**config.mk**
```make
export PLATFORM = sky130hd
export DESIGN_NAME = adcs_seq
export DESIGN_NICKNAME = d
export VERILOG_FILES = /design/src/adcs_pkg.sv /design/src/adcs_fifo.sv /design/src/adcs_seq.sv
export VERILOG_INCLUDE_DIRS = /design/src
export SDC_FILE = /design/constraint.sdc
export NUM_CORES = 1
export LEC_CHECK = 0
export BUFFER_PORTS_ARGS = -buffer_cell sky130_fd_sc_hd__buf_4
export CAP_MARGIN = 0
export CORE_MARGIN = 4
export CORE_UTILIZATION = 45
export DETAILED_ROUTE_END_ITERATION = 10
export GPL_TIMING_DRIVEN = 0
export PLACE_DENSITY = 0.6
export SKIP_CTS_REPAIR_TIMING = 1
export SYNTH_ARGS = -nofsm -noshare
export SYNTH_HDL_FRONTEND = slang
export SYNTH_SLANG_ARGS = --single-unit
```
**constraint.sdc**
```tcl
create_clock -name clk -period 5.35 [get_ports clk]
set_input_delay 0 -clock clk [delete_from_list [all_inputs] [get_ports clk]]
set_output_delay 0 -clock clk [all_outputs]
set_load 0.01 [all_outputs]
```
**src/adcs_map.svh**
```systemverilog
// Constants for the converter data-channel sequencer: field positions,
// widths and depths. Assumes bit 0 of a bus word is its MSB, so word bit n
// sits at vector index 17-n.
//
// =====================================================================
`ifndef ADCS_MAP_SVH
`define ADCS_MAP_SVH

// =====================================================================
// Word layout
`define ADCS_WORD_W     18
`define ADCS_DATA_W     12
`define ADCS_GAIN_W     2
`define ADCS_PAD_W      4
`define ADCS_CTL_W      5
`define ADCS_CHAN_W     7

// =====================================================================
// Control bit positions (vector index) in input and output status words
`define ADCS_ISW_DCH    11
`define ADCS_ISW_RAND   10
`define ADCS_OSW_WC     13

// =====================================================================
// Buffer sizing
`define ADCS_FIFO_DEPTH 16

`endif

```
**src/adcs_pkg.sv**
```systemverilog
// Types shared by the sequencer, its host model and its bench.
// Assumes the constant header sits in the same folder.
`include "adcs_map.svh"

package adcs_pkg;

    typedef logic [`ADCS_WORD_W-1:0] adcs_word_t;

    // Input status word, MSB first: gain, unused, control, channel
    typedef struct packed {
        logic [`ADCS_GAIN_W-1:0] gain;
        logic [`ADCS_PAD_W-1:0]  pad;
        logic [`ADCS_CTL_W-1:0]  ctl;
        logic [`ADCS_CHAN_W-1:0] chan;
    } adcs_status_t;

    typedef enum logic [1:0] {
        ADCS_ST_IDLE  = 2'b00,
        ADCS_ST_CONV  = 2'b01,
        ADCS_ST_FETCH = 2'b10,
        ADCS_ST_STORE = 2'b11
    } adcs_state_t;

endpackage

```
**src/adcs_fifo.sv**
```systemverilog
// Synchronous FIFO with valid/ready on both sides.
// Assumes a single clock and a synchronous active-high reset.
`timescale 1ns/1ps

module adcs_fifo #(
    parameter int WIDTH = 18,
    parameter int DEPTH = 16
) (
    input  wire logic             clk,
    input  wire logic             rst,
    input  wire logic             in_valid,
    output logic                  in_ready,
    input  wire logic [WIDTH-1:0] in_data,
    output logic                  out_valid,
    input  wire logic             out_ready,
    output logic      [WIDTH-1:0] out_data
);

    localparam int AW = $clog2(DEPTH);

    // =================================================================
    // Elaboration check: pointer wrap needs a power-of-two depth
    if (DEPTH < 2 || (DEPTH & (DEPTH - 1)) != 0) begin : g_bad_depth
        $error("adcs_fifo: DEPTH must be a power of two, at least 2");
    end

    logic [WIDTH-1:0] mem [DEPTH];
    logic [AW:0]      wr_ptr_reg;
    logic [AW:0]      rd_ptr_reg;
    logic             push;
    logic             pop;

    // =================================================================
    // Full when pointers differ only in the wrap bit
    assign in_ready  = (wr_ptr_reg ^ rd_ptr_reg) != {1'b1, {AW{1'b0}}};
    assign out_valid = wr_ptr_reg != rd_ptr_reg;
    assign push      = in_valid & in_ready;
    assign pop       = out_valid & out_ready;
    assign out_data  = mem[rd_ptr_reg[AW-1:0]];

    // Storage has no reset; only the pointers matter
    always_ff @(posedge clk) begin
        if (push) begin
            mem[wr_ptr_reg[AW-1:0]] <= in_data;
        end
    end

    // Pointer update
    always_ff @(posedge clk) begin
        if (rst) begin
            wr_ptr_reg <= '0;
            rd_ptr_reg <= '0;
        end else begin
            wr_ptr_reg <= wr_ptr_reg + (AW+1)'(push);
            rd_ptr_reg <= rd_ptr_reg + (AW+1)'(pop);
        end
    end

endmodule

```
**src/adcs_seq.sv**
```systemverilog
// Data-channel sequencer for the converter subsystem: accepts start and
// skip commands, drives the converter, and asks the host for break cycles
// to fetch status words and store converted words.
// Assumes host bus and converter logic run on clk; commands, grants and
// converter done are one-cycle pulses from that logic.
`timescale 1ns/1ps
`include "adcs_map.svh"

module adcs_seq #(
    parameter int FIFO_DEPTH = `ADCS_FIFO_DEPTH
) (
    input  wire logic                        clk,
    input  wire logic                        rst,
    input  wire logic                        start_convert_cmd,
    input  wire logic                        skip_on_count_overflow_cmd,
    input  wire adcs_pkg::adcs_word_t        acc_word,
    input  wire logic                        data_channel_break,
    input  wire logic                        count_overflow_signal,
    input  wire adcs_pkg::adcs_word_t        dch_rdata,
    input  wire logic                        prog_int_en,
    input  wire logic                        api_int_en,
    input  wire logic                        conv_done,
    input  wire logic [`ADCS_DATA_W-1:0]     conv_data,
    output logic                             dch_req,
    output logic                             dch_store,
    output adcs_pkg::adcs_word_t             dch_wdata,
    output logic                             skip_out,
    output adcs_pkg::adcs_word_t             status_word,
    output logic                             prog_int_req,
    output logic                             api_int_req,
    output logic                             done_flag,
    output logic                             conv_start,
    output logic [`ADCS_CHAN_W-1:0]          conv_chan,
    output logic [`ADCS_GAIN_W-1:0]          conv_gain
);
    import adcs_pkg::*;

    localparam int CTL_DCH  = `ADCS_ISW_DCH - `ADCS_CHAN_W;
    localparam int CTL_RAND = `ADCS_ISW_RAND - `ADCS_CHAN_W;

    // =================================================================
    // Registers
    adcs_state_t  state_reg,    state_next;
    adcs_status_t status_reg,   status_next;
    logic         wc_flag_reg,  wc_flag_next;
    logic         done_reg,     done_next;
    logic         req_reg,      req_next;
    logic         store_reg;
    logic         skip_reg;
    logic         pint_reg;
    logic         aint_reg;
    logic         cstart_reg;
    adcs_word_t   wdata_reg;
    adcs_word_t   osw_reg;

    // =================================================================
    // Decode
    logic         mode_dch;
    logic         mode_rand;
    logic         acc_rand;
    logic         grant;
    logic         grant_store;
    logic         grant_fetch;
    logic         conv_end;
    logic         start_conv;
    logic         seq_next;
    logic         fifo_in_ready;
    logic         fifo_out_valid;
    adcs_word_t   fifo_out_data;
    adcs_word_t   conv_word;

    assign mode_dch    = status_reg.ctl[CTL_DCH];
    assign mode_rand   = status_reg.ctl[CTL_RAND] & mode_dch;
    assign acc_rand    = acc_word[`ADCS_ISW_DCH] & acc_word[`ADCS_ISW_RAND];
    assign grant       = data_channel_break & req_reg;
    assign grant_store = grant & store_reg;
    assign grant_fetch = grant & ~store_reg;
    assign conv_end    = conv_done & (state_reg == ADCS_ST_CONV);
    // Sign extension of the converted word into the upper bits
    assign conv_word   = {{(`ADCS_WORD_W-`ADCS_DATA_W){conv_data[11]}},
                          conv_data};

    // Sequential store granted: step to the following channel
    assign seq_next    = (state_reg == ADCS_ST_STORE) & grant_store
                       & ~mode_rand & ~count_overflow_signal
                       & fifo_in_ready;

    // Converter starts: direct start, after a store, after a fetch.
    // A full buffer holds off the next sequential conversion.
    assign start_conv =
        (start_convert_cmd & ~acc_rand)
        | seq_next
        | (state_reg == ADCS_ST_FETCH & grant_fetch
           & ~count_overflow_signal);

    // =================================================================
    // Converted words wait here until the host grants a store break
    adcs_fifo #(
        .WIDTH (`ADCS_WORD_W),
        .DEPTH (FIFO_DEPTH)
    ) u_buf (
        .clk       (clk),
        .rst       (rst),
        .in_valid  (conv_end & mode_dch),
        .in_ready  (fifo_in_ready),
        .in_data   (conv_word),
        .out_valid (fifo_out_valid),
        .out_ready (grant_store),
        .out_data  (fifo_out_data)
    );

    // =================================================================
    // Sequencer state
    always_comb begin
        state_next = state_reg;
        if (start_convert_cmd) begin
            state_next = acc_rand ? ADCS_ST_FETCH : ADCS_ST_CONV;
        end else if (count_overflow_signal & mode_dch) begin
            state_next = ADCS_ST_IDLE;
        end else begin
            case (state_reg)
                ADCS_ST_IDLE: state_next = ADCS_ST_IDLE;
                ADCS_ST_CONV: begin
                    if (conv_done) begin
                        state_next = mode_dch ? ADCS_ST_STORE
                                              : ADCS_ST_IDLE;
                    end
                end
                ADCS_ST_FETCH: begin
                    if (grant_fetch) begin
                        state_next = ADCS_ST_CONV;
                    end
                end
                ADCS_ST_STORE: begin
                    if (grant_store & mode_rand) begin
                        state_next = ADCS_ST_FETCH;
                    end else if (start_conv) begin
                        state_next = ADCS_ST_CONV;
                    end
                end
                default: state_next = ADCS_ST_IDLE;
            endcase
        end
    end

    // Status word: random start takes only the mode bits
    always_comb begin
        status_next = status_reg;
        if (start_convert_cmd & acc_rand) begin
            status_next.ctl[CTL_DCH]  = 1'b1;
            status_next.ctl[CTL_RAND] = 1'b1;
        end else if (start_convert_cmd) begin
            status_next = adcs_status_t'(acc_word);
        end else if (grant_fetch) begin
            status_next = adcs_status_t'(dch_rdata);
        end else if (seq_next) begin
            // Channel address wraps from the top back to zero
            status_next.chan = status_reg.chan + 7'h01;
        end
    end

    // Flags: a set arriving with the start command wins over the clear
    assign wc_flag_next = count_overflow_signal
                        | (wc_flag_reg & ~start_convert_cmd);
    assign done_next    = conv_end
                        | (done_reg & ~start_convert_cmd);

    // One request at a time; it falls the cycle after the grant
    always_comb begin
        req_next = 1'b0;
        if (grant | wc_flag_reg | count_overflow_signal) begin
            req_next = 1'b0;
        end else if (state_reg == ADCS_ST_STORE) begin
            req_next = fifo_out_valid;
        end else if (state_reg == ADCS_ST_FETCH) begin
            req_next = 1'b1;
        end
    end

    // =================================================================
    // State and control flops
    always_ff @(posedge clk) begin
        if (rst) begin
            state_reg   <= ADCS_ST_IDLE;
            status_reg  <= '0;
            wc_flag_reg <= 1'b0;
            done_reg    <= 1'b0;
            req_reg     <= 1'b0;
            store_reg   <= 1'b0;
            cstart_reg  <= 1'b0;
        end else begin
            state_reg   <= state_next;
            status_reg  <= status_next;
            wc_flag_reg <= wc_flag_next;
            done_reg    <= done_next;
            req_reg     <= req_next;
            store_reg   <= (state_reg == ADCS_ST_STORE);
            cstart_reg  <= start_conv;
        end
    end

    // Host-facing outputs, all registered
    always_ff @(posedge clk) begin
        if (rst) begin
            skip_reg  <= 1'b0;
            pint_reg  <= 1'b0;
            aint_reg  <= 1'b0;
            wdata_reg <= '0;
            osw_reg   <= '0;
        end else begin
            skip_reg  <= skip_on_count_overflow_cmd & wc_flag_reg;
            pint_reg  <= wc_flag_reg & prog_int_en;
            aint_reg  <= wc_flag_reg & api_int_en;
            wdata_reg <= fifo_out_data;
            osw_reg   <= {4'h0, wc_flag_reg, 6'h00,
                          status_reg.chan};
        end
    end

    assign dch_req      = req_reg;
    assign dch_store    = store_reg;
    assign dch_wdata    = wdata_reg;
    assign skip_out     = skip_reg;
    assign status_word  = osw_reg;
    assign prog_int_req = pint_reg;
    assign api_int_req  = aint_reg;
    assign done_flag    = done_reg;
    assign conv_start   = cstart_reg;
    assign conv_chan    = status_reg.chan;
    assign conv_gain    = status_reg.gain;
endmodule

```
==> results of run 1 <==
critical path, delay by kind of cell, from the launching register on:
kind	cells	cell delay, ps
xor+xnor	1	490
compound gates	1	390
simple gates	1	1150
flops	1	360
cell families (layout without fill, tap and decap cells):
group / count (synthesis) / count (layout) / share of synthesized area
AO/OA/AOI/OAI: 56 / 56 / 0.0441
other: 1 / 10 / 0.000379
buffers and inverters: 64 / 246 / 0.0430
flip-flops: 243 / 243 / 0.686
AND/OR/NAND/NOR: 119 / 119 / 0.0649
adder cells (fa/ha/maj): 5 / 5 / 0.00632
multiplexers: 78 / 78 / 0.141
XOR/XNOR: 15 / 15 / 0.0140
layer usage:
| layer | GRT usage | routed length (um) | up-vias |
|---|---|---|---|
| met4 | 0.0360 | 440 | 0 |
| li1 | - | - | 2603 |
| met3 | 0.0274 | 946 | 38 |
| met2 | 0.302 | 11100 | 149 |
| met5 | 0 | 0 | - |
| met1 | 0.251 | 9640 | 2919 |
where the power goes:
part           internal, mW  switching, mW  leakage (nW)  total (mW)
clock                  1.05          0.700         0.409        1.75
combinational        0.0954         0.0884          1.74       0.184
sequential             2.05         0.0146          2.14        2.07
total                  3.19          0.803          4.29        4.00
path summary, 6_finish.rpt:
path / startpoint / end / slack (ps) / cells past startpoint
setup / recovery: u_buf.rd_ptr_reg[4] / u_buf.mem[10][16] / 2540 / 3
hold / removal: acc_word[1] / conv_chan[1] / -0.3 / 4
setup reg to reg: u_buf.rd_ptr_reg[4] / u_buf.mem[10][16] / 2540 / 3
hold reg to reg: done_flag / done_flag / 470 / 2
synthesized netlist by cell type, types with 3 or more instances:
cell and instances:
buf_2 13, dfxtp_1 51, edfxtp_1 192, mux4_1 3
nor2b_1 13, a21oi_1 3, nor2_1 31, a221o_1 4
clkbuf_1 6, mux4_2 45, mux2_1 3, xnor2_1 6
nand2_1 20, nand3_1 9, nor3_1 13, mux2i_1 27
inv_1 9, and3b_1 3, buf_12 3, a211oi_1 4
o21ai_0 7, nand2b_1 5, xor2_1 8, a31oi_1 4
ha_1 5, a311oi_1 3, buf_4 30, and2_1 3
o22ai_1 13, nor4_1 8
metrics by stage:
| step | instance area (um^2) | instances | power [mW] | hold slack, ps | utilization |
|---|---|---|---|---|---|
| floorplan | 9930 | 590 | 2.18 | 98.9 | - |
| global placement | 10900 | 949 | 2.26 | 203 | 0.510 |
| detailed placement | 11000 | 959 | 2.26 | 208 | 0.517 |
| CTS | 11900 | 1007 | 4.01 | -338 | 0.557 |
| global route | 12300 | 1047 | 4.13 | 41.7 | 0.575 |
| finish | 12300 | 1047 | 4.00 | -0.255 | 0.575 |
layout make-up:
class                      instances  share of cell area
sequential                       243               0.552
buffer                            55              0.0319
inverter                           9             0.00275
multi-input combinational        283               0.225
timing repair buffer             134              0.0918
clock inverter                    11             0.00845
clock buffer                      37              0.0597
tap                              275              0.0280
==> implementation parameters, run 1 <==
Parameter                              Value

Outcome
  Outcome ... finished with violations
  Violations in the final reports ... hold timing

Yosys
  Seq/Total Area, Yosys ... 0.686
  Library cell occupying the most area in the post-synthesis netlist ... edfxtp_1
  Cell area after technology mapping ... 9890 um^2
  Post-synth top flop ... edfxtp_1
  Synth Instances ... 581
  Number of distinct standard cells referenced by the synthesized netlist ... 61
  Count of state elements after synthesis ... 243
  Share of flip-flops with an asynchronous set or reset after synthesis ... 0
  Syn. warnings ... 0
  Leading post-synthesis cells by cell area ... edfxtp_1 58%, dfxtp_1 10%, mux4_2 10%, mux2i_1 2.7%, buf_4 2.3%
  EDFF count, synth ... 192
  Area fraction of the dominant cell type after synthesis ... 0.583
  Synth Area per Inst ... 17.0 um^2

Timing
  Hold WS ... -0.255 ps
  Hold Vio Cnt, Final ... 1
  Crit share post-route ... 0.525
  Setup violations, final ... 0
  RSZ-0062 raised after global routing ... no
  Max Fclk ... 0.356 GHz
  Setup tns final ... 0 ps
  Setup slack of the critical path after layout ... 2540 ps
  Worst max-slew margin expressed relative to the limit ... 0.0581
  Least-Margin Pin Slew ... 1410 ps
  Fin. max-slew vios ... 0
  Post-layout min period ... 2810 ps
  Worst clock skew ... 6.28 ps

Finish
  Area overhead of the layout relative to synthesis ... 24.2%
  Final-stage net count ... 815
  Number of diodes ... 0
  Most common cell after layout, fill and taps aside ... edfxtp_1
  Fill cell instance count of the final layout ... 1,671
  Flip-flop and latch area ... 6790 um^2
  Footprint of the multi-input gates ... 2770 um^2
  Number of flip-flops in the largest register ... 192
  Most frequent cells in the layout ... 192 x edfxtp_1, 119 x buf_4, 51 x dfxtp_1, 45 x mux4_2, 38 x dlygate4sd3_1
  Ratio of cells with drive above 1 in the final layout ... 0.319

Power
  Peak ir drop on the vdd network ... 0.282 mV
  Leakage power ... 4.29 nW
  Power density cells ... 325 nW/um^2

Global route
  Total routing resource utilization after global routing ... 0.179
  Initial antenna violation count ... 0
  Via count of the first global-routing pass ... 5,707
  Global route total overflow ... 0
  Pin count of the biggest net entering global routing ... 17
  Wire length of the first global-routing pass ... 33,500 um

Detailed routing
  Router iterations before antenna repair ... 5
  Post-DR wirelength/cell ... 21.1 um
  Detailed-route wire length ... 22,100 um
  Via Count ... 5,709
  Remaining antenna violation count ... 0
  DRC violation total after the first TritonRoute iteration ... 362
  Via density per instance ... 5.45
  Number of remaining DRC errors ... 0

CTS
  Buffer levels on the longest clock path ... 3
  Clock sink count ... 243
  Clock insertion delay at the later pin of the skew report ... 520 ps
  Clock tree root driver cell ... clkbuf_16
  Clock-pin slew reported for the worst setup and hold paths after clock tree synthesis ... 60 ps
  Total number of H-tree levels ... 1
  CTS tree ... yes
  Number of buffers added by the clock tree synthesis step ... 27

Critical path
  Data required, critical path ... 5470 ps
  Peak fanout along the critical path ... 12
  Critical-path cell list ... xnor2_2, o2111ai_1, nor2_1
  Path type of the worst setup path ... reg -> reg
  Stage delay of the slowest cell on the critical path ... 1150 ps
  Slowest CP cell ... nor2_1
  Kind of launch point of the worst setup path ... flip-flop
  Endpoint type of the worst setup path ... flip-flop
  Worst Path Arrival ... 2930 ps

Place
  Post-detailed-placement half-perimeter wirelength ... 14,800 um
  Post-placement setup slack ... 2550 ps
  Global placement routability congestion ... 0.884
  Number of buffer cells added on primary ports ... 84

Die
  Core footprint ... 21,400 um^2
  IO Pins ... 109
  Floorplan row count ... 53
  Initial Util ... 0.463
  Die outline area ... 24,400 um^2
  Die Height ... 156 um
  Die Width ... 156 um

Run
  # Max-Cap Violations ... 0

Worst hold path
  Hold crit path type ... in -> reg
No activity file was read; power rests on OpenSTA's default activity.
==> inputs of run 2 (changes only) <==
==> constraint.sdc (replaced) <==
create_clock -name clk -period 2.61 [get_ports clk]
set_input_delay 0 -clock clk [delete_from_list [all_inputs] [get_ports clk]]
set_output_delay 0 -clock clk [all_outputs]
set_load 0.01 [all_outputs]
==> run 2 against run 1 <==
  * The run now ends clean
  * Final cell count is the same
  * Critical path depth up 1
  * Global-route usage did not move
  * Highest routed layer unchanged
==> implementation parameters, run 2 (synthesis gave the netlist of run 1 again) <==
Parameter                              Value

Outcome
  Outcome ... finished clean (was finished with violations)

Finish
  Post-layout utilization of the core ... 0.577 (was 0.575)
  Most common cell after layout, fill and taps aside ... edfxtp_1 (unchanged)
  Number of diodes ... 0 (unchanged)
  Summed area of non-filler cells in the final layout ... 12,300 um^2 (about the same)
  Area overhead of the layout relative to synthesis ... 24.5% (was 24.2%)
  Ratio of cells with drive above 1 in the final layout ... 0.326 (was 0.319)
  Number of flip-flops in the largest register ... 192 (unchanged)
  Most frequent cells in the layout ... 192 x edfxtp_1, 119 x buf_4, 51 x dfxtp_1, 45 x mux4_2, 38 x dlygate4sd3_1 (unchanged)
  Final-stage net count ... 815 (unchanged)

Timing
  Setup tns final ... 0 ps (unchanged)
  Post-layout min period ... 2580 ps (was 2810 ps)
  Fin. max-slew vios ... 0 (unchanged)
  Setup violations, final ... 0 (unchanged)
  Max Fclk ... 0.388 GHz (was 0.356 GHz)
  Crit share post-route ... 0.987 (was 0.525)
  Worst max-slew margin expressed relative to the limit ... 0.408 (was 0.0581)
  RSZ-0062 raised after global routing ... yes (was no)
  Hold Vio Cnt, Final ... 0 (was 1)
  Least-Margin Pin Slew ... 880 ps (was 1410 ps)
  Worst clock skew ... 8.33 ps (was 6.28 ps)

Critical path
  Slowest CP cell ... nor3_2 (was nor2_1)
  Path type of the worst setup path ... reg -> reg (unchanged)
  Stage delay of the slowest cell on the critical path ... 690 ps (was 1150 ps)
  Endpoint type of the worst setup path ... flip-flop (unchanged)
  Kind of launch point of the worst setup path ... flip-flop (unchanged)
  Critical-path cell list ... xnor2_2, o2111ai_1, nor3_2, buf_6 (was xnor2_2, o2111ai_1, nor2_1)
  Length in cells of the worst reg-to-reg path ... 4 (was 3)
  Worst reg2reg path endpoint ... u_buf.mem[2][16] (was u_buf.mem[10][16])
  Critical path buffer and inverter count ... 1 (was 0)
  Worst setup slack for register-to-register paths ... 30 ps (was 2540 ps)
  Launch point of the worst reg-to-reg path ... u_buf.rd_ptr_reg[4] (unchanged)
  Top Family by Delay on Critical Path ... simple AND/OR/NAND/NOR gates (unchanged)
  Worst Path Arrival ... 2800 ps (was 2930 ps)
  Peak fanout along the critical path ... 9 (was 12)
  Data required, critical path ... 2840 ps (was 5470 ps)

Detailed routing
  Router iterations before antenna repair ... 5 (unchanged)
  DRC violation total after the first TritonRoute iteration ... 382 (was 362)
  Number of remaining DRC errors ... 0 (unchanged)
  Via Count ... 5,660 (was 5,709)
  Remaining antenna violation count ... 0 (unchanged)
  Post-DR wirelength/cell ... 21.1 um (about the same)
  Via density per instance ... 5.41 (was 5.45)
  Detailed-route wire length ... 22,100 um (about the same)

Worst hold path
  Hold crit path type ... in -> reg (unchanged)
  Startpoint of the tightest hold check path ... acc_word[1] (unchanged)
  Cell depth of the worst min-delay path ... 4 (unchanged)
  Worst min-delay path endpoint ... conv_chan[1] (unchanged)

CTS
  Clock tree root driver cell ... clkbuf_16 (unchanged)
  Clock insertion delay at the later pin of the skew report ... 520 ps (about the same)
  Clock sink count ... 243 (unchanged)
  Buffer levels on the longest clock path ... 3 (unchanged)
  Total number of H-tree levels ... 1 (unchanged)
  Number of buffers added by the clock tree synthesis step ... 27 (unchanged)
  Clock-pin slew reported for the worst setup and hold paths after clock tree synthesis ... 60 ps (about the same)
  CTS tree ... yes (unchanged)

Place
  Global placement routability congestion ... 0.884 (unchanged)
  Number of buffer cells added on primary ports ... 84 (unchanged)
  Post-detailed-placement half-perimeter wirelength ... 14,800 um (unchanged)
  Placed standard-cell area ... 11,000 um^2 (unchanged)

Die
  IO Pins ... 109 (unchanged)
  Die outline area ... 24,400 um^2 (unchanged)
  Die Width ... 156 um (unchanged)
  Initial Util ... 0.463 (unchanged)
  Die Height ... 156 um (unchanged)
  Floorplan row count ... 53 (unchanged)
  Core footprint ... 21,400 um^2 (unchanged)

Power
  Peak ir drop on the vdd network ... 0.580 mV (was 0.282 mV)
  Leakage power ... 4.29 nW (about the same)
  Sequential group share of total power ... 0.517 (about the same)
  Psw ... 1.64 mW (was 0.803 mW)
  Combinational share of power ... 0.046 (about the same)
  Switch share ... 0.201 (about the same)
  Power density cells ... 665 nW/um^2 (was 325 nW/um^2)
  Clock share of power ... 0.437 (about the same)
  Internal ... 6.55 mW (was 3.19 mW)

Global route
  Wire length of the first global-routing pass ... 33,500 um (unchanged)
  Initial antenna violation count ... 0 (unchanged)
  Via count of the first global-routing pass ... 5,707 (unchanged)
  Total routing resource utilization after global routing ... 0.179 (unchanged)
  Global route total overflow ... 0 (unchanged)
  Pin count of the biggest net entering global routing ... 17 (unchanged)

Run
  # Max-Cap Violations ... 0 (unchanged)
-- run 2: changes by cell type in the layout (fill, tap and decap cells not counted) --
cell,previous run,this run
o21ai_2,1,0
nor4_4,0,1
nor2_1,30,24
nor4_2,4,3
o21ai_4,0,1
nor2_2,1,7
-- run 2: area by class of cell --
cell class / count / area (um^2)
plain buffers: 55 / 392
clock buffers: 37 / 733
clock inverters: 11 / 104
fillers: 1671 / 9030
inverters: 9 / 33.8
multi-input cells: 283 / 2800
flip-flops and latches: 243 / 6790
well taps: 275 / 344
repair buffers: 134 / 1130
-- run 2: worst register-to-register path, stage by stage, from the launching register on --
cell,delay [ps]
dfxtp_1,360
xnor2_2,540
o2111ai_1,460
nor3_2,690
buf_6,240
-- run 2: through the flow --
step	hold slack (ps)	cells	power [mW]	setup WS (ps)
after CTS	-338	1007	8.21	-217
after global routing	41.7	1047	8.46	-96.7
after global placement	203	949	4.63	-1420
after detailed placement	208	959	4.64	-193
final	2.65	1047	8.19	33.2
after floorplan	98.9	590	4.46	5.32
-- run 2: worst max-delay path by stage --
stage | from | endpoint | depth (start not counted)
final | u_buf.rd_ptr_reg[4] | u_buf.mem[2][16] | 4
after global placement | u_buf.rd_ptr_reg[4] | u_buf.mem[6][5] | 3
after floorplan | u_buf.rd_ptr_reg[4] | u_buf.mem[6][0] | 3
after CTS | u_buf.rd_ptr_reg[4] | u_buf.mem[10][16] | 3
after global routing | state_reg[0] | u_buf.mem[9][5] | 5
after detailed placement | u_buf.rd_ptr_reg[4] | u_buf.mem[3][5] | 3
-- run 2: power groups by stage --
stage	Combinational [mW]	Clock (mW)	Sequential, mW
after floorplan	0.147	0	4.32
after global placement	0.315	0	4.31
after detailed placement	0.326	0	4.32
after CTS	0.327	3.65	4.24
after global routing	0.413	3.81	4.24
final	0.377	3.58	4.24
-- run 2: per-layer routing --
layer	vias to the layer above	routed length, um	global-route usage
li1	2608	-	-
met1	2874	9280	0.251
met2	142	11100	0.302
met3	36	1310	0.0274
met4	0	438	0.0360
met5	-	0	0
